[config.mk]
export PLATFORM = sky130hd
export DESIGN_NAME = serial_port_ir_option_config
export DESIGN_NICKNAME = d
export VERILOG_FILES = /design/src/hdl/sp2_cfg_pkg.sv /design/src/hdl/pin_sync.sv /design/src/hdl/blank_timer.sv /design/src/hdl/serial_port_ir_option_config.sv
export SDC_FILE = /design/constraint.sdc
export NUM_CORES = 1
export LEC_CHECK = 0
export BUFFER_PORTS_ARGS = -buffer_cell sky130_fd_sc_hd__buf_2
export CORE_MARGIN = 5
export CORE_UTILIZATION = 50
export CTS_CLUSTER_SIZE = 24
export DETAILED_ROUTE_END_ITERATION = 8
export GPL_ROUTABILITY_DRIVEN = 0
export PLACE_DENSITY = 0.72
export SYNTH_ARGS = -nofsm -noshare
export SYNTH_HDL_FRONTEND = slang
export SYNTH_SLANG_ARGS = --single-unit
[constraint.sdc]
create_clock -name clk -period 2.1 [get_ports clk]
set_input_delay 0 -clock clk [delete_from_list [all_inputs] [get_ports clk]]
set_output_delay 0 -clock clk [all_outputs]
set_load 0.02 [all_outputs]
[src/hdl/sp2_cfg_pkg.sv]
// Constants shared by the second serial port option logic.
// Assumes a 25 MHz core clock and an 8-bit register port.
package sp2_cfg_pkg;
    // Register offsets
    localparam logic [7:0] OFS_MODE = 8'hf0;
    localparam logic [7:0] OFS_IR_OPT = 8'hf1;
    localparam logic [7:0] OFS_HD_TIMEOUT = 8'hf2;
    localparam logic [7:0] OFS_STATUS = 8'hf3;
    // Values after reset
    localparam logic [7:0] RST_MODE = 8'h00;
    localparam logic [7:0] RST_IR_OPT = 8'h02;
    localparam logic [7:0] RST_HD_TIMEOUT = 8'h03;
    // Mode register fields
    localparam int MODE_MIDI_BIT = 0;
    localparam int MODE_HSPEED_BIT = 1;
    localparam int MODE_TX_IDLE_BIT = 7;
    // Infrared option fields
    localparam int IR_RX_POL_BIT = 0;
    localparam int IR_TX_POL_BIT = 1;
    localparam int IR_DUPLEX_BIT = 2;
    localparam int IR_MODE_LSB = 3;
    localparam int IR_MODE_MSB = 5;
    // Infrared scheme codes
    localparam logic [2:0] IR_CODE_STD = 3'h0;
    localparam logic [2:0] IR_CODE_IRDA = 3'h3;
    localparam logic [2:0] IR_CODE_ASK = 3'h2;
    // Status register fields
    localparam int STAT_BLANK_BIT = 0;
    localparam int STAT_RX_BIT = 1;
    localparam int STAT_RSVD_BIT = 2;
    // Timing
    localparam int CLK_MHZ = 25;
    localparam int BLANK_STEP_US = 100;
    localparam int BLANK_STEP_CYCLES = BLANK_STEP_US * CLK_MHZ;
    localparam int BIT_TICKS = 16;
    localparam int IRDA_PULSE_TICKS = 3;
    localparam int ASK_HALF_CYCLES = 25;
    localparam int SYNC_STAGES = 3;
    // Decoded infrared scheme, one-hot
    typedef enum logic [3:0]
    {
        SCHEME_STD = 4'h1,
        SCHEME_IRDA = 4'h2,
        SCHEME_ASK = 4'h4,
        SCHEME_RSVD = 4'h8
    } scheme_t;
endpackage

[src/hdl/pin_sync.sv]
// Three-stage input synchroniser with agreement filter.
// Assumes an asynchronous pin on the input.
`timescale 1ns/1ns
module pin_sync
(
    input wire logic clk, // Core clock
    input wire logic nrst, // Async reset, active low
    input wire logic pin, // Raw pin level
    input wire logic init, // Unused; level resets to 0
    output logic level // Filtered level
);
    import sp2_cfg_pkg::*;

    logic [SYNC_STAGES-1:0] stage; // Sync chain

    // Chain of three flops; first only feeds second
    always_ff @(posedge clk or negedge nrst)
    begin
        if (!nrst)
            stage <= '0;
        else
            stage <= {stage[SYNC_STAGES-2:0], pin};
    end

    // Accept a change once stages two and three agree
    always_ff @(posedge clk or negedge nrst)
    begin
        if (!nrst)
            level <= 1'b0;
        else if (stage[1] == stage[2])
            level <= stage[2];
    end
endmodule

[src/hdl/blank_timer.sv]
// Receiver blanking timer for half duplex infrared.
// Assumes busy is a same-clock level from the transmitter.
`timescale 1ns/1ns
module blank_timer #(
    parameter int STEP_CYCLES = sp2_cfg_pkg::BLANK_STEP_CYCLES
)
(
    input wire logic clk, // Core clock
    input wire logic nrst, // Async reset, active low
    input wire logic busy, // Transmitter active
    input wire logic [7:0] steps, // Extension in steps
    output logic blank // Receiver blanked
);
    import sp2_cfg_pkg::*;

    logic [19:0] pre; // Cycles within a step
    logic [7:0] left; // Steps remaining
    logic next_blank; // Blank for next cycle

    // Reload while busy, then count steps down
    always_ff @(posedge clk or negedge nrst)
    begin
        if (!nrst)
        begin
            pre <= '0;
            left <= '0;
        end
        else if (busy)
        begin
            pre <= '0;
            left <= steps;
        end
        else if (left != 8'h00)
        begin
            if (pre == 20'(STEP_CYCLES - 1))
            begin
                pre <= '0;
                left <= left - 8'h01;
            end
            else
                pre <= pre + 20'h00001;
        end
    end

    assign next_blank = busy || (left != 8'h00);

    // Registered blanking flag
    always_ff @(posedge clk or negedge nrst)
    begin
        if (!nrst)
            blank <= 1'b0;
        else
            blank <= next_blank;
    end
endmodule

[src/hdl/serial_port_ir_option_config.sv]
// Option registers and infrared line shaping for the second serial port.
// Assumes a UART core supplying serial data, a 16x baud tick and a
// transmitter-active level, all on clk; the receive pin is asynchronous.
`timescale 1ns/1ns

module serial_port_ir_option_config #(
    parameter int STEP_CYCLES = sp2_cfg_pkg::BLANK_STEP_CYCLES
)
(
    input wire logic clk, // Core clock, 25 MHz
    input wire logic nrst, // Async reset, active low
    input wire logic [7:0] reg_addr, // Register offset
    input wire logic [7:0] reg_wdata, // Write data
    input wire logic reg_write, // Write strobe
    input wire logic reg_read, // Read strobe
    output logic [7:0] reg_rdata, // Read data, next cycle
    input wire logic uart_txd, // Serial data from UART
    input wire logic uart_tx_active, // UART transmitting
    input wire logic baud16_tick, // 16x baud tick
    input wire logic ir_rx_pin, // Receive pin, async
    output logic uart_rxd, // Serial data to UART
    output logic second_port_transmit_pin, // Transmit pin
    output logic second_port_transmit_oe, // Transmit pin enable
    output logic midi_enable, // MIDI support on
    output logic high_speed_enable, // High speed on
    output logic irda_select, // IrDA scheme active
    output logic ask_select, // ASK scheme active
    output logic rx_blanked // Receiver blanked now
);
    import sp2_cfg_pkg::*;

    logic [7:0] serial_port_two_mode; // Mode register
    logic [7:0] infrared_option; // Infrared options
    logic [7:0] infrared_half_duplex_timeout; // Blank steps
    scheme_t scheme; // Decoded scheme
    logic rx_sync; // Synchronised receive pin
    logic rx_level; // Receive after polarity
    logic rx_active; // Receive pulse not blanked
    logic blank; // Timer blanking
    logic blank_on; // Blanking in effect
    logic [3:0] tx_phase; // Tick within a zero bit
    logic [4:0] rx_stretch; // Ticks left of a zero bit
    logic [4:0] ask_div; // Carrier divider
    logic ask_carrier; // Carrier level
    logic tx_line; // Line before polarity
    logic transmit_idle_select; // Idle pin tristate
    logic next_pin; // Next transmit pin level
    logic next_oe; // Next transmit pin enable
    logic next_rxd; // Next UART receive level
    logic [7:0] status; // Live status byte

    assign transmit_idle_select = serial_port_two_mode[MODE_TX_IDLE_BIT];

    // Mode register write
    always_ff @(posedge clk or negedge nrst)
    begin
        if (!nrst)
            serial_port_two_mode <= RST_MODE;
        else if (reg_write && reg_addr == OFS_MODE)
            serial_port_two_mode <= reg_wdata; // Reserved bits kept as written
    end

    // Infrared option register write
    always_ff @(posedge clk or negedge nrst)
    begin
        if (!nrst)
            infrared_option <= RST_IR_OPT;
        else if (reg_write && reg_addr == OFS_IR_OPT)
            infrared_option <= reg_wdata; // Reserved bits kept as written
    end

    // Half duplex timeout register write
    always_ff @(posedge clk or negedge nrst)
    begin
        if (!nrst)
            infrared_half_duplex_timeout <= RST_HD_TIMEOUT;
        else if (reg_write && reg_addr == OFS_HD_TIMEOUT)
            infrared_half_duplex_timeout <= reg_wdata;
    end

    // Status byte: blanking, receive level, reserved scheme
    always_comb
    begin
        status = 8'h00;
        status[STAT_BLANK_BIT] = blank_on;
        status[STAT_RX_BIT] = rx_level;
        status[STAT_RSVD_BIT] = (scheme == SCHEME_RSVD);
    end

    // Read data, one cycle after the strobe only
    always_ff @(posedge clk or negedge nrst)
    begin
        if (!nrst)
            reg_rdata <= 8'h00;
        else if (reg_read)
        begin
            case (reg_addr)
                OFS_MODE: reg_rdata <= serial_port_two_mode;
                OFS_IR_OPT: reg_rdata <= infrared_option;
                OFS_HD_TIMEOUT: reg_rdata <= infrared_half_duplex_timeout;
                OFS_STATUS: reg_rdata <= status;
                default: reg_rdata <= 8'h00; // Unmapped reads zero
            endcase
        end
        else
            reg_rdata <= 8'h00;
    end

    // Scheme decode; reserved codes behave as standard
    always_comb
    begin
        case (infrared_option[IR_MODE_MSB:IR_MODE_LSB])
            IR_CODE_STD: scheme = SCHEME_STD;
            IR_CODE_IRDA: scheme = SCHEME_IRDA;
            IR_CODE_ASK: scheme = SCHEME_ASK;
            default: scheme = SCHEME_RSVD;
        endcase
    end

    // Receive pin synchroniser
    pin_sync u_rx_sync
    (
        .clk(clk),
        .nrst(nrst),
        .pin(ir_rx_pin),
        .init(1'b0),
        .level(rx_sync)
    );

    // Blanking timer runs off transmit activity
    blank_timer #(
        .STEP_CYCLES(STEP_CYCLES)
    ) u_blank
    (
        .clk(clk),
        .nrst(nrst),
        .busy(uart_tx_active),
        .steps(infrared_half_duplex_timeout),
        .blank(blank)
    );

    // Blanking only counts in half duplex
    assign blank_on = infrared_option[IR_DUPLEX_BIT] && blank;

    // Receive polarity: active low inverts the pin
    assign rx_level = rx_sync ^ infrared_option[IR_RX_POL_BIT];

    // Receive pulses suppressed while blanked
    assign rx_active = rx_level && !blank_on;

    // IrDA transmit: tick counter within each zero bit
    always_ff @(posedge clk or negedge nrst)
    begin
        if (!nrst)
            tx_phase <= 4'h0;
        else if (uart_txd)
            tx_phase <= 4'h0; // Realign on mark
        else if (baud16_tick)
            tx_phase <= tx_phase + 4'h1; // Wraps per bit
    end

    // ASK carrier divider
    always_ff @(posedge clk or negedge nrst)
    begin
        if (!nrst)
        begin
            ask_div <= 5'h00;
            ask_carrier <= 1'b0;
        end
        else if (ask_div == 5'(ASK_HALF_CYCLES - 1))
        begin
            ask_div <= 5'h00;
            ask_carrier <= !ask_carrier;
        end
        else
            ask_div <= ask_div + 5'h01;
    end

    // IR receive: a pulse stretches into one zero bit
    always_ff @(posedge clk or negedge nrst)
    begin
        if (!nrst)
            rx_stretch <= 5'h00;
        else if (rx_active)
            rx_stretch <= 5'(BIT_TICKS);
        else if (baud16_tick && rx_stretch != 5'h00)
            rx_stretch <= rx_stretch - 5'h01;
    end

    // Line shaping per scheme
    always_comb
    begin
        tx_line = uart_txd;
        next_rxd = rx_level;
        case (scheme)
            SCHEME_IRDA:
            begin
                // Short pulse at start of each zero bit
                tx_line = !uart_txd && (tx_phase < 4'(IRDA_PULSE_TICKS));
                next_rxd = (rx_stretch == 5'h00) && !rx_active;
            end
            SCHEME_ASK:
            begin
                // Carrier bursts during zero bits
                tx_line = !uart_txd && ask_carrier;
                next_rxd = (rx_stretch == 5'h00) && !rx_active;
            end
            SCHEME_STD:
            begin
                tx_line = uart_txd;
                next_rxd = rx_level || blank_on;
            end
            default:
            begin
                tx_line = uart_txd; // Reserved acts as standard
                next_rxd = rx_level || blank_on;
            end
        endcase
    end

    // Transmit pin level and enable, idle handling
    always_comb
    begin
        next_oe = 1'b1;
        if (!uart_tx_active)
        begin
            next_pin = 1'b0;
            next_oe = !transmit_idle_select;
        end
        else if (scheme == SCHEME_IRDA || scheme == SCHEME_ASK)
            next_pin = tx_line ^ infrared_option[IR_TX_POL_BIT];
        else
            next_pin = tx_line;
    end

    // Transmit pin registers
    always_ff @(posedge clk or negedge nrst)
    begin
        if (!nrst)
        begin
            second_port_transmit_pin <= 1'b0;
            second_port_transmit_oe <= 1'b1;
        end
        else
        begin
            second_port_transmit_pin <= next_pin;
            second_port_transmit_oe <= next_oe;
        end
    end

    // UART receive register, idles at mark
    always_ff @(posedge clk or negedge nrst)
    begin
        if (!nrst)
            uart_rxd <= 1'b1;
        else
            uart_rxd <= next_rxd;
    end

    // Mode and status outputs
    always_ff @(posedge clk or negedge nrst)
    begin
        if (!nrst)
        begin
            midi_enable <= 1'b0;
            high_speed_enable <= 1'b0;
            irda_select <= 1'b0;
            ask_select <= 1'b0;
            rx_blanked <= 1'b0;
        end
        else
        begin
            midi_enable <= serial_port_two_mode[MODE_MIDI_BIT];
            high_speed_enable <=
                serial_port_two_mode[MODE_HSPEED_BIT];
            irda_select <= (scheme == SCHEME_IRDA);
            ask_select <= (scheme == SCHEME_ASK);
            rx_blanked <= blank_on;
        end
    end
endmodule

# After elaboration in Yosys (flattened, before gate mapping)
# Cells that the tools add are included.
totals:
  ramBits: 0
  rom_bits: 0
  register_bits: 88
  latchBits: 0
  memories: 0
  output_inout_bits: 16
op_classes:
  addsub: 5
  div: 0
  n_shift: 0
  reduce_logical: 27
  bitwise: 2
  muxes: 19
  magnitude_cmp: 1
  mul: 0
  n_eq_ne: 12
ops:
  columns: ["op", "count"]
  rows:
  - ["20-bit two-way mux", 3]
  - ["8-bit == test (second input constant)", 4]
  - ["8-bit two-way mux", 4]
  - ["8-bit one-hot mux with 4 select lines", 1]
  - ["20-bit by 1-bit adder with 20-bit output (second input constant)", 1]
  - ["20-bit by 12-bit == test with 1-bit output (second input constant)", 1]
  - ["5-bit two-way mux", 3]
  - ["4-bit one-hot mux with 3 select lines", 1]
  - ["1-bit logical AND", 9]
  - ["4-bit two-way mux", 2]
  - ["2-bit nonzero test", 4]
  - ["8-bit nonzero test", 1]
  - ["8-bit by 1-bit subtractor with 8-bit output (second input constant)", 1]
  - ["3-bit by 2-bit == test with 1-bit output (second input constant)", 2]
  - ["5-bit by 1-bit adder with 5-bit output (second input constant)", 1]
  - ["5-bit == test (second input constant)", 1]
  - ["1-bit logical NOT", 5]
  - ["5-bit logical NOT", 1]
  - ["5-bit nonzero test", 1]
  - ["5-bit by 1-bit subtractor with 5-bit output (second input constant)", 1]
  - ["4-bit by 1-bit adder with 4-bit output (second input constant)", 1]
  - ["4-bit by 2-bit == test with 1-bit output (second input constant)", 1]
  - ["4-bit by 3-bit == test with 1-bit output (second input constant)", 1]
  - ["4-bit == test (second input constant)", 1]
  - ["9 further kinds", 15]

# Longest topological paths before layout
# Gate-level depths: netlist of the first run.
depth:
  word_depth: 7
  ltp_mapped: 8
  ltp_nobuf: 8

# Cells and area by module
# From an unflattened synthesis of the first run, not the netlist that was laid out.
hier_totals:
  hier_cells: 412
  area_unflattened_um2: 4396.7
by_module_without_submodules:
  columns: ["mod", "cells_each", "area_per_inst_um2", "seq_area_each_um2", "n_inst"]
  rows:
  - ["serial_port_ir_option_config", 197, 2486.1, 1382.6, 1]
  - ["blank_timer", 210, 1799.2, 725.7, 1]
  - ["pin_sync", 5, 111.4, 100.1, 1]

# Least setup slack after synthesis of the first run
# OpenSTA, ideal clock, no wires.
synth_timing:
  path_kind: "register to register"
  start: "register u_blank.pre[0]"
  end: "register u_blank.left[7]"
  path_buffers: 0
  path_stages_with_launch: 7
  synth_period_minus_slack_ps: 1962
  setup_slack_ps: 138
  arrival_ps: 1822
  path_cell_list: "dfrtp_1 ha_1 or4b_1 nor3_4 nand3_1 o311ai_0 nand3_1"
synth_via:
  elab_chain_cells: 3
synth_lines:
  columns: ["item", "line", "text"]
  rows:
  - ["from (decl)", "blank_timer.sv:16", "logic [19:0] pre;"]
  - ["from (signal assigned)", "blank_timer.sv:41", "pre <= pre + 20'h00001;"]
  - ["20-bit by 12-bit == test with 1-bit output", "blank_timer.sv:35", "if (pre == 20'(STEP_CYCLES - 1))"]
  - ["2-bit nonzero test (no source line)", null, null]
  - ["2-bit AND reduction (no source line)", null, null]
  - ["to (signal assigned)", "blank_timer.sv:31", "left <= steps;"]
  - ["to (signal assigned)", "blank_timer.sv:38", "left <= left - 8'h01;"]
  - ["to (decl)", "blank_timer.sv:17", "logic [7:0] left;"]
# No other way between the ends.
# A chain may end at the register's enable or synchronous reset.

# Final worst setup path of the first run
layout_timing:
  start: "register u_blank.left[5]"
  end: "register u_blank.pre[4]"
layout_via:
  elab_chain_cells: 2
layout_lines:
  columns: ["item", "line", "text"]
  rows:
  - ["8-bit nonzero test", "blank_timer.sv:33", "else if (left != 8'h00)"]
  - ["2-bit nonzero test (no source line)", null, null]
# No other way between the ends.

==> key figures, run 1 <==
Timing
  • Smallest hold slack: 0.0392 ns
  • Slew @ Worst Pin: 0.738 ns
  • Fin crit share: 98.7%
  • Post-Route Skew: 0.00773 ns
  • Unrepaired setup endpoints after global routing: yes
  • Final slew viol count: 0
  • Setup TNS: 0 ns
  • Final Hold Fails: 0
  • Final min period: 2.07 ns
  • Final Setup Violations: 0
  • Peak Freq: 0.482 GHz
  • Relative slew slack: 50.8%

Worst setup path
  • Flop-to-flop setup slack: 0.03 ns
  • Reg-to-Reg End: u_blank.pre[4]
  • Reg2reg start: u_blank.left[5]
  • Worst Path Arrival: 2.32 ns
  • Worst reg2reg path depth: 6
  • Worst setup EP type: flop
  • WS Path Type: flop to flop
  • Crit path required time: 2.35 ns
  • Crit-path max FO: 10
  • Startpoint Class: flop

CTS
  • Clock-pin slew on the worst setup and hold paths: 0.09 ns
  • Inserted Clock Buffers: 9
  • CTS Root Cell: clkbuf_8
  • CTS tree: built
  • H-tree depth: 3
  • Sink Count: 88
  • Skew-Pair Late Insertion Delay: 0.36 ns
  • Max Root-Sink Buffers: 2

Outcome
  • Status: finished clean

Logic synthesis
  • Most common flop cell mapped by yosys: dfrtp_1
  • Top cell type's share of synthesized area: 48.4%
  • Mapped Area: 4290 um^2
  • Synth warn: 0
  • Syn avg cell area: 10.6 um^2
  • Sequential fraction of the synthesis area: 51.5%
  • Syn nets: 435
  • Yosys reg bits: 88
  • Synth area leaders: dfrtp_1 48%, mux2_2 6.3%, nor2_1 3.6%, mux2i_1 3.3%, dfstp_2 3.1%
  • Synthesized instance count: 404
  • Asr flop ratio synth: 100%
  • Post-synth EDFFs: 0
  • Cell variety after synth: 57
  • Post-synth top area cell: dfrtp_1

Floorplanning
  • Core Area: 8300 um^2
  • Top Ports: 40
  • Die extent in x: 103 um
  • Chip height: 103 um
  • Die ar.: 10500 um^2
  • Initial Utilization: 51.7%
  • Rows: 33

Finish
  • ANT cells: 0
  • Layout cells sized above 1: 25.5%
  • FILL cells: 658
  • Final Cell Area: 5090 um^2
  • Register area: 2210 um^2
  • Syn-to-layout area delta: 18.7%
  • Multi-input logic area: 1950 um^2
  • Finished Core Util: 61.3%
  • Fin nets: 509

Global route
  • Global-route wire length before repair: 15300 um
  • Largest net degree at the start of global routing: 61
  • Total Routing Usage GR: 18.6%
  • Total gr overflow: 0
  • Initial antenna violation count: 0
  • Vias in the first global route: 3190

Power and ir drop
  • Power per cell area: 719 nW/um^2
  • Leakage: 0.00236 uW
  • Final Power: 3660 uW
  • VDD IR max: 0.000395 V

Min path
  • Min-Delay Path Depth: 3
  • Critical hold path startpoint: reg_addr[0]
  • Worst hold-check path type: primary input to flop
  • Min-Delay Endpoint: reg_rdata[2]

Flow run
  • Maxcap violations: 0

Route
  • DRC viols: 0
  • Final ANT Viol Nets: 0
  • Vias: 3353
  • Drt first pass iters: 4
  • Via/cell ratio: 5.70
  • Total wire length: 9200 um
  • Post-DR wirelength/cell: 15.7 um
  • Initial drt markers: 148

Placed design
  • Placed cell areas: 4720 um^2
  • Post-DP HPWL: 6680 um
  • PortBufs: 39
through the flow:
stage	setup slack [ns]	instances
2_1_floorplan	0.138	404
4_1_cts	0.0489	586
3_5_place_dp	-0.00178	557
5_1_grt	-0.0276	588
3_3_place_gp	0.0791	557
6_report	0.0270	588
registers in the layout, indices dropped and copies added (netlist names), 3 cells and up:
signal	count
reg_rdata	8
u_rx_sync.stage	3
ask_div	5
rx_stretch	5
infrared_option	8
infrared_half_duplex_timeout	8
serial_port_two_mode	8
tx_phase	4
u_blank.left	8
u_blank.pre	20
synth_stat cells, types with 3 or more instances:
cell	instances
and3_1	7
or3_1	5
inv_1	14
clkbuf_1	10
o31ai_1	5
nor2_1	41
dfrtp_1	83
and2_1	4
nand4_1	13
xnor2_1	7
nor2b_1	6
buf_6	3
o21ai_0	14
dfstp_2	5
nand2b_1	3
xor2_1	8
mux2_2	24
nor4_1	10
mux2i_1	14
nor3_1	13
a211oi_1	3
a21oi_1	12
nand2_1	28
nand3_1	23
ha_1	7
layout make-up:
| cell class | count | share of cell area [%] |
|---|---|---|
| flip-flops and latches | 88 | 43.4 |
| inverters | 15 | 1.16 |
| clock inverters | 6 | 1.79 |
| well taps | 105 | 2.58 |
| repair buffers | 78 | 10.3 |
| clock buffers | 10 | 2.51 |
| multi-input cells | 286 | 38.3 |
cell usage in the layout, fill, tap and decap left out, types with 3 or more instances in the layout:
cell,netlist,layout
a211oi_1,3,3
a21oi_1,12,12
and2_1,4,4
and3_1,7,7
buf_2,0,38
buf_4,0,27
clkbuf_8,0,9
dfrtp_1,83,83
dfstp_2,5,5
dlygate4sd3_1,0,13
ha_1,7,7
inv_1,14,14
mux2_2,24,24
mux2i_1,14,14
nand2_1,28,28
nand2b_1,3,3
nand3_1,23,23
nand4_1,13,13
nor2_1,41,40
nor2b_1,6,6
nor3_1,13,13
nor4_1,10,10
o21ai_0,14,14
o31ai_1,5,5
or3_1,5,5
xnor2_1,7,7
xor2_1,8,8
kinds of logic after synthesis:
logic type      Yosys count  share of synthesized area, %
flops                    88                          51.5
simple gates            171                          21.6
buf+inv                  30                          3.21
xor+xnor                 15                          3.06
fa+ha+maj                 8                          2.28
compound gates           52                          7.79
mux                      40                          10.6
worst max-delay path, cell delays in order (launching register included):
cell     delay [ns]
dfrtp_1        0.42
or4_4          0.54
nor4_4         0.31
buf_4          0.19
inv_4          0.06
and4_4         0.17
a311o_1        0.26
layer usage:
layer	track usage [%]	up-vias	share of wire [%]
li1	-	1613	-
met1	25.5	1667	46
met2	29.5	60	49
met3	3.92	13	3.9
met4	6.05	0	1.2
met5	0	-	0
what timing repair did:
item	in CTS	in global routing
setup endpoints to repair	5	14
pin swaps	0	3
gates resized for setup	1	2
gates cloned	0	0
setup buffers	0	2
hold endpoints to repair	84	0
hold buffers	13	0
power breakdown:
part           switching, uW  internal [uW]  total (uW)
clock network            636            680        1320
logic                    259            218         477
registers               74.4           1790        1870
total                    969           2690        3660
worst max path at each step:
| stage | cells after the start | to | start | slack (ns) |
|---|---|---|---|---|
| global placement | 6 | u_blank.pre[12] | u_blank.pre[0] | 0.08 |
| CTS | 6 | u_blank.left[7] | u_blank.pre[0] | 0.05 |
| global route | 6 | u_blank.pre[4] | u_blank.left[5] | -0.03 |
| floorplan | 6 | u_blank.left[7] | u_blank.pre[0] | 0.14 |
| finish | 6 | u_blank.pre[4] | u_blank.left[5] | 0.03 |
| detailed placement | 6 | u_blank.pre[18] | u_blank.pre[0] | -0.002 |
Power figures use the tool's default switching activity.
==> run 2, diff against run 1 <==
- CORE_UTILIZATION: 50 -> 40
- PLACE_DENSITY: 0.72 -> default
- SYNTH_HIERARCHICAL: default -> 1
==> key figures, run 2 <==
CTS
  • Inserted Clock Buffers: 9 (unchanged)
  • H-tree depth: 3 (unchanged)
  • CTS Root Cell: clkbuf_8
  • CTS tree: built
  • Skew-Pair Late Insertion Delay: 0.37 ns (about the same)
  • Max Root-Sink Buffers: 2 (unchanged)
  • Sink Count: 88 (unchanged)
  • Clock-pin slew on the worst setup and hold paths: 0.09 ns (about the same)

Timing
  • Fin crit share: 95.0% (-3.7 points)
  • Slew @ Worst Pin: 0.707 ns (-0.0302 ns)
  • Peak Freq: 0.501 GHz (+3.9%)
  • Unrepaired setup endpoints after global routing: no
  • Final slew viol count: 0 (unchanged)
  • PnR worst setup slack: 0.104 ns (+0.0771 ns)
  • Final min period: 2.00 ns (-0.0771 ns)
  • Final Setup Violations: 0 (unchanged)
  • Relative slew slack: 52.2% (+1.3 points)
  • Final Hold Fails: 0 (unchanged)
  • Post-Route Skew: 0.0141 ns (+0.00637 ns)
  • Smallest hold slack: 0.0992 ns (+0.0601 ns)

Logic synthesis
  • Synth warn: 6 (+6)
  • Syn avg cell area: 10.7 um^2 (+0.68%)
  • Synthesized instance count: 411 (+1.7%)
  • Mapped Area: 4390 um^2 (+2.4%)
  • Syn nets: 444 (+2.1%)

Power and ir drop
  • Internal Power: 2560 uW (-5.0%)
  • VDD IR max: 0.000331 V (-16%)
  • Seq pwr share: 52.5% (+1.5 points)
  • Leakage: 0.00245 uW (+3.8%)
  • Combinational Power Share: 13.2% (+0.2 points)
  • Net Sw Power: 970 uW (+0.19%)
  • Power per cell area: 667 nW/um^2 (-7.2%)
  • Sw Share: 27.5% (+1.0 points)
  • Clk pwr share: 34.3% (-1.6 points)

Worst setup path
  • Startpoint Class: flop
  • Setup crit start: u_blank/pre[16]
  • Crit path required time: 2.35 ns (about the same)
  • WS Path Type: flop to flop
  • Worst Path Arrival: 2.24 ns (-0.08 ns)
  • Crit-path max FO: 5 (-5)
  • Worst setup EP type: flop
  • Reg2reg start: u_blank/pre[16]

Finish
  • Commonest non-fill, non-tap cells in the layout: 83 x dfrtp_1, 38 x buf_2, 36 x nand2_1
  • Most common cell after layout, fill and taps aside: dfrtp_1
  • Max FFs per register: 20 (unchanged)
  • ANT cells: 0 (unchanged)
  • Final non-filler cell total: 636 (+8.2%)
  • FILL cells: 984 (+50%)
  • Fin nets: 524 (+2.9%)
  • Register with the most flip-flops: u_blank/pre
  • Layout cells sized above 1: 28.6% (+3.2 points)
  • Syn-to-layout area delta: 20.4%

Global route
  • Total gr overflow: 0 (unchanged)
  • Global-route wire length before repair: 16500 um (+7.9%)
  • Largest net degree at the start of global routing: 40 (-34%)
  • Initial antenna violation count: 0 (unchanged)
  • Total Routing Usage GR: 15.6% (-3.0 points)
  • Vias in the first global route: 3402 (+6.6%)

Floorplanning
  • Die ar.: 13200 um^2 (+25%)
  • Top Ports: 40 (unchanged)
  • Chip height: 115 um (+12%)
  • Rows: 38 (+15%)
  • Core Area: 10800 um^2 (+30%)
  • Die extent in x: 115 um (+12%)
  • Initial Utilization: 40.7% (-11 points)

Route
  • Total wire length: 9750 um (+5.9%)
  • Final ANT Viol Nets: 0 (unchanged)
  • Drt first pass iters: 6 (+2)
  • DRC viols: 0 (unchanged)
  • Via/cell ratio: 5.35 (-6.2%)
  • Vias: 3403 (+1.5%)
  • Initial drt markers: 217 (+47%)
  • Post-DR wirelength/cell: 15.3 um (-2.1%)

Min path
  • Worst hold-check path type: primary input to flop
  • Critical hold path startpoint: reg_addr[0]

Outcome
  • Status: finished clean

Placed design
  • Post-DP HPWL: 6970 um (+4.3%)
  • Setup WS pre-CTS: -0.0228 ns (-0.0210 ns)
  • Placed cells: 607 (+9.0%)
  • PortBufs: 39 (unchanged)

Flow run
  • Maxcap violations: 0 (unchanged)
==> run 2: power groups by stage <==
stage	combinational, uW	clock (uW)	sequential, uW
4_1_cts	471	1250	1850
3_5_place_dp	449	0	1880
5_1_grt	532	1320	1870
3_3_place_gp	440	0	1880
6_report	467	1210	1850
2_1_floorplan	272	0	1880
==> run 2: metal layers <==
| layer | part of all wire (%) | GRT usage [%] |
|---|---|---|
| met5 | 0 | 0 |
| met4 | 1.0 | 6.26 |
| met3 | 3.0 | 2.58 |
| met2 | 48 | 24.7 |
| met1 | 48 | 21.5 |
==> run 2: stage by stage <==
| stage | util [%] | setup TNS (ns) | power, uW | area [um^2] |
|---|---|---|---|---|
| finish | 49.0 | 0 | 3530 | 5290 |
| global route | 49.0 | 0 | 3720 | 5290 |
| CTS | 48.8 | 0 | 3570 | 5260 |
| detailed placement | 45.7 | -0.0419 | 2330 | 4930 |
| global placement | 45.7 | 0 | 2320 | 4930 |
| floorplan | - | 0 | 2150 | 4390 |
==> run 2: layout make-up <==
cell class	instances	area [um^2]	area share, %
clock inverters	7	78.8	1.49
flip-flops and latches	88	2210	41.8
multi-input cells	293	2080	39.4
repair buffers	80	548	10.4
well taps	140	175	3.31
inverters	19	71.3	1.35
clock buffers	9	124	2.34
==> run 2: final timing paths <==
kind | slack, ns | depth (start not counted) | to
min | 0.1 | 3 | reg_rdata[2]
max reg2reg | 0.10 | 5 | u_blank/pre[8]
max in group asynchronous | 1.27 | 3 | second_port_transmit_oe
max | 0.10 | 5 | u_blank/pre[8]
min reg2reg | 0.37 | 0 | u_rx_sync/stage[1]
min in group asynchronous | 0.16 | 2 | u_blank/pre[11]
==> run 2: critical path, stage by stage, from the launching register on <==
cell and delay [ns]:
dfrtp_1 0.43, or4_1 0.61, nor2_2 0.22, nand2_1 0.18
a21o_1 0.19, a32o_1 0.24
==> run 2: what timing repair did <==
action | CTS | global route
hold buffers | 12 | 0
pin swaps | 1 | 1
endpoints found under the setup margin | 3 | 12
gates resized for setup | 2 | 4
endpoints found under the hold margin | 67 | 0
setup buffers | 0 | 1
==> run 3, diff against run 2 <==
- PLACE_DENSITY: default -> 0.64
==> key figures, run 3 (same netlist as run 2, synthesis figures left out) <==
Worst setup path
  • Reg2reg start: u_blank/pre[1]
  • CP Buf/Inv Count: 0 (unchanged)
  • Reg-to-Reg End: u_blank/pre[5]
  • Crit path required time: 2.37 ns (+0.02 ns)
  • Worst Path Arrival: 2.31 ns (+0.07 ns)
  • WS Path Type: flop to flop
  • Crit-path max FO: 8 (+3)
  • Worst setup EP type: flop
  • Flop-to-flop setup slack: 0.05 ns (-0.05 ns)
  • Crit path depth: 6 (+1)
  • Crit path cell chain: ha_4 -> or4b_4 -> nor3_4 -> and2_4 -> nor2_1 -> a32o_1
  • Worst setup path end: u_blank/pre[5]
  • Setup crit start: u_blank/pre[1]
  • Startpoint Class: flop
  • CP delay by family, top: simple AND/OR/NAND/NOR gates
  • Slowest stage cell, crit path: or4b_4
  • Critical path's largest stage delay: 0.48 ns (-0.13 ns)
  • Worst reg2reg path depth: 6 (+1)

Floorplanning
  • Die extent in x: 115 um (unchanged)
  • Core Area: 10800 um^2 (unchanged)
  • Die ar.: 13200 um^2 (unchanged)
  • Chip height: 115 um (unchanged)
  • Initial Utilization: 40.7% (unchanged)
  • Top Ports: 40 (unchanged)
  • Rows: 38 (unchanged)

Placed design
  • Post-DP HPWL: 6980 um (+0.13%)
  • Setup WS pre-CTS: -0.0371 ns (-0.0144 ns)
  • Placed cells: 602 (-0.82%)
  • PortBufs: 39 (unchanged)

Timing
  • Post-Route Skew: 0.0125 ns (-0.00157 ns)
  • Final slew viol count: 0 (unchanged)
  • Final min period: 2.05 ns (+0.0523 ns)
  • Final Hold Fails: 0 (unchanged)
  • Final Setup Violations: 0 (unchanged)
  • PnR worst setup slack: 0.0518 ns (-0.0523 ns)
  • Fin crit share: 97.5% (+2.5 points)
  • Relative slew slack: 54.3% (+2.2 points)
  • Unrepaired setup endpoints after global routing: yes
  • Slew @ Worst Pin: 0.676 ns (-0.0319 ns)
  • Peak Freq: 0.488 GHz (-2.6%)

Global route
  • Initial antenna violation count: 0 (unchanged)
  • Vias in the first global route: 3597 (+5.7%)
  • Largest net degree at the start of global routing: 61 (+53%)
  • Total Routing Usage GR: 16.3% (+0.66 points)
  • Total gr overflow: 0 (unchanged)
  • Global-route wire length before repair: 17100 um (+3.7%)

Route
  • Post-DR wirelength/cell: 15.8 um (+3.1%)
  • Via/cell ratio: 5.38 (+0.48%)
  • Vias: 3414 (+0.32%)
  • Final ANT Viol Nets: 0 (unchanged)
  • Initial drt markers: 196 (-9.7%)
  • Drt first pass iters: 5 (-1)
  • Total wire length: 10000 um (+3.0%)
  • DRC viols: 0 (unchanged)

Finish
  • Syn-to-layout area delta: 21.5%
  • Final non-filler cell total: 635 (-0.16%)
  • Max FFs per register: 20 (unchanged)
  • Commonest non-fill, non-tap cells in the layout: 82 x dfrtp_1, 38 x buf_2, 35 x nand2_1
  • Layout cells sized above 1: 29.6% (+0.93 points)
  • Fin nets: 522 (-0.38%)
  • Register with the most flip-flops: u_blank/pre
  • Most common cell after layout, fill and taps aside: dfrtp_1
  • Finished Core Util: 49.5% (+0.45 points)

Flow run
  • Maxcap violations: 0 (unchanged)

CTS
  • CTS tree: built
  • Skew-Pair Late Insertion Delay: 0.38 ns (about the same)
  • H-tree depth: 3 (unchanged)
  • Sink Count: 88 (unchanged)
  • Inserted Clock Buffers: 9 (unchanged)
  • Max Root-Sink Buffers: 2 (unchanged)
  • CTS Root Cell: clkbuf_8
  • Clock-pin slew on the worst setup and hold paths: 0.09 ns (about the same)

Outcome
  • Status: finished clean

Power and ir drop
  • Leakage: 0.00245 uW (-0.14%)
  • Power per cell area: 667 nW/um^2 (about the same)
  • VDD IR max: 0.000427 V (+29%)

Min path
  • Worst hold-check path type: primary input to asynchronous set/reset pin
run 3: worst min path at each step:
stage / end / slack, ns / from
3_5_place_dp: u_blank/pre[4] / -0.04 / nrst
6_report: u_blank/pre[4] / 0.09 / nrst
2_1_floorplan: ask_carrier / -0.30 / nrst
5_1_grt: reg_rdata[2] / 0.08 / reg_addr[0]
4_1_cts: u_blank/blank / 0.06 / uart_tx_active
3_3_place_gp: u_blank/pre[4] / -0.04 / nrst
run 3: where the power goes:
group | internal (uW) | switching [uW]
Sequential | 1780 | 74.6
Combinational | 220 | 261
Clock | 562 | 663
run 3: worst reg2reg max path: cells and delay by family (launching register included):
kind	cells	cell delay, ns
simple gates	4	1.17
compound gates	1	0.22
fa+ha+maj	1	0.16
flops	1	0.41
run 3: timing repair:
action                     in CTS  in global routing
pin swaps                       2                 12
setup endpoints to repair       2                  9
hold endpoints to repair      115                  0
gates cloned                    0                  0
setup buffers                   1                  3
hold buffers                   12                  0
resized for setup               1                 15
run 3: per-stage QoR:
step	total power (uW)	TNS (ns)	hold slack [ns]	cell area, um^2
after floorplan	2150	0	-0.296	4390
after CTS	3570	0	0.0610	5240
after global routing	3730	-0.193	0.0807	5340
after detailed placement	2330	-0.0493	-0.0352	4900
final	3560	0	0.0856	5340
after global placement	2310	0	-0.0403	4900
run 3: area by class of cell:
| cell class | count | area [um^2] |
|---|---|---|
| Antenna cell | 1 | 2.50 |
| Clock buffer | 9 | 124 |
| Clock inverter | 7 | 78.8 |
| Fill cell | 974 | 5460 |
| Inverter | 19 | 71.3 |
| Multi-Input combinational cell | 293 | 2130 |
| Sequential cell | 88 | 2210 |
| Tap cell | 140 | 175 |
| Timing Repair Buffer | 78 | 549 |
run 3: per-layer routing:
layer  vias up  GRT usage, %  share of wire, %
met4         0          6.34               1.7
met2        74          26.7                49
met3        13          3.58               4.0
met1      1667          21.1                45
li1       1660             -                 -
met5         -             0                 0
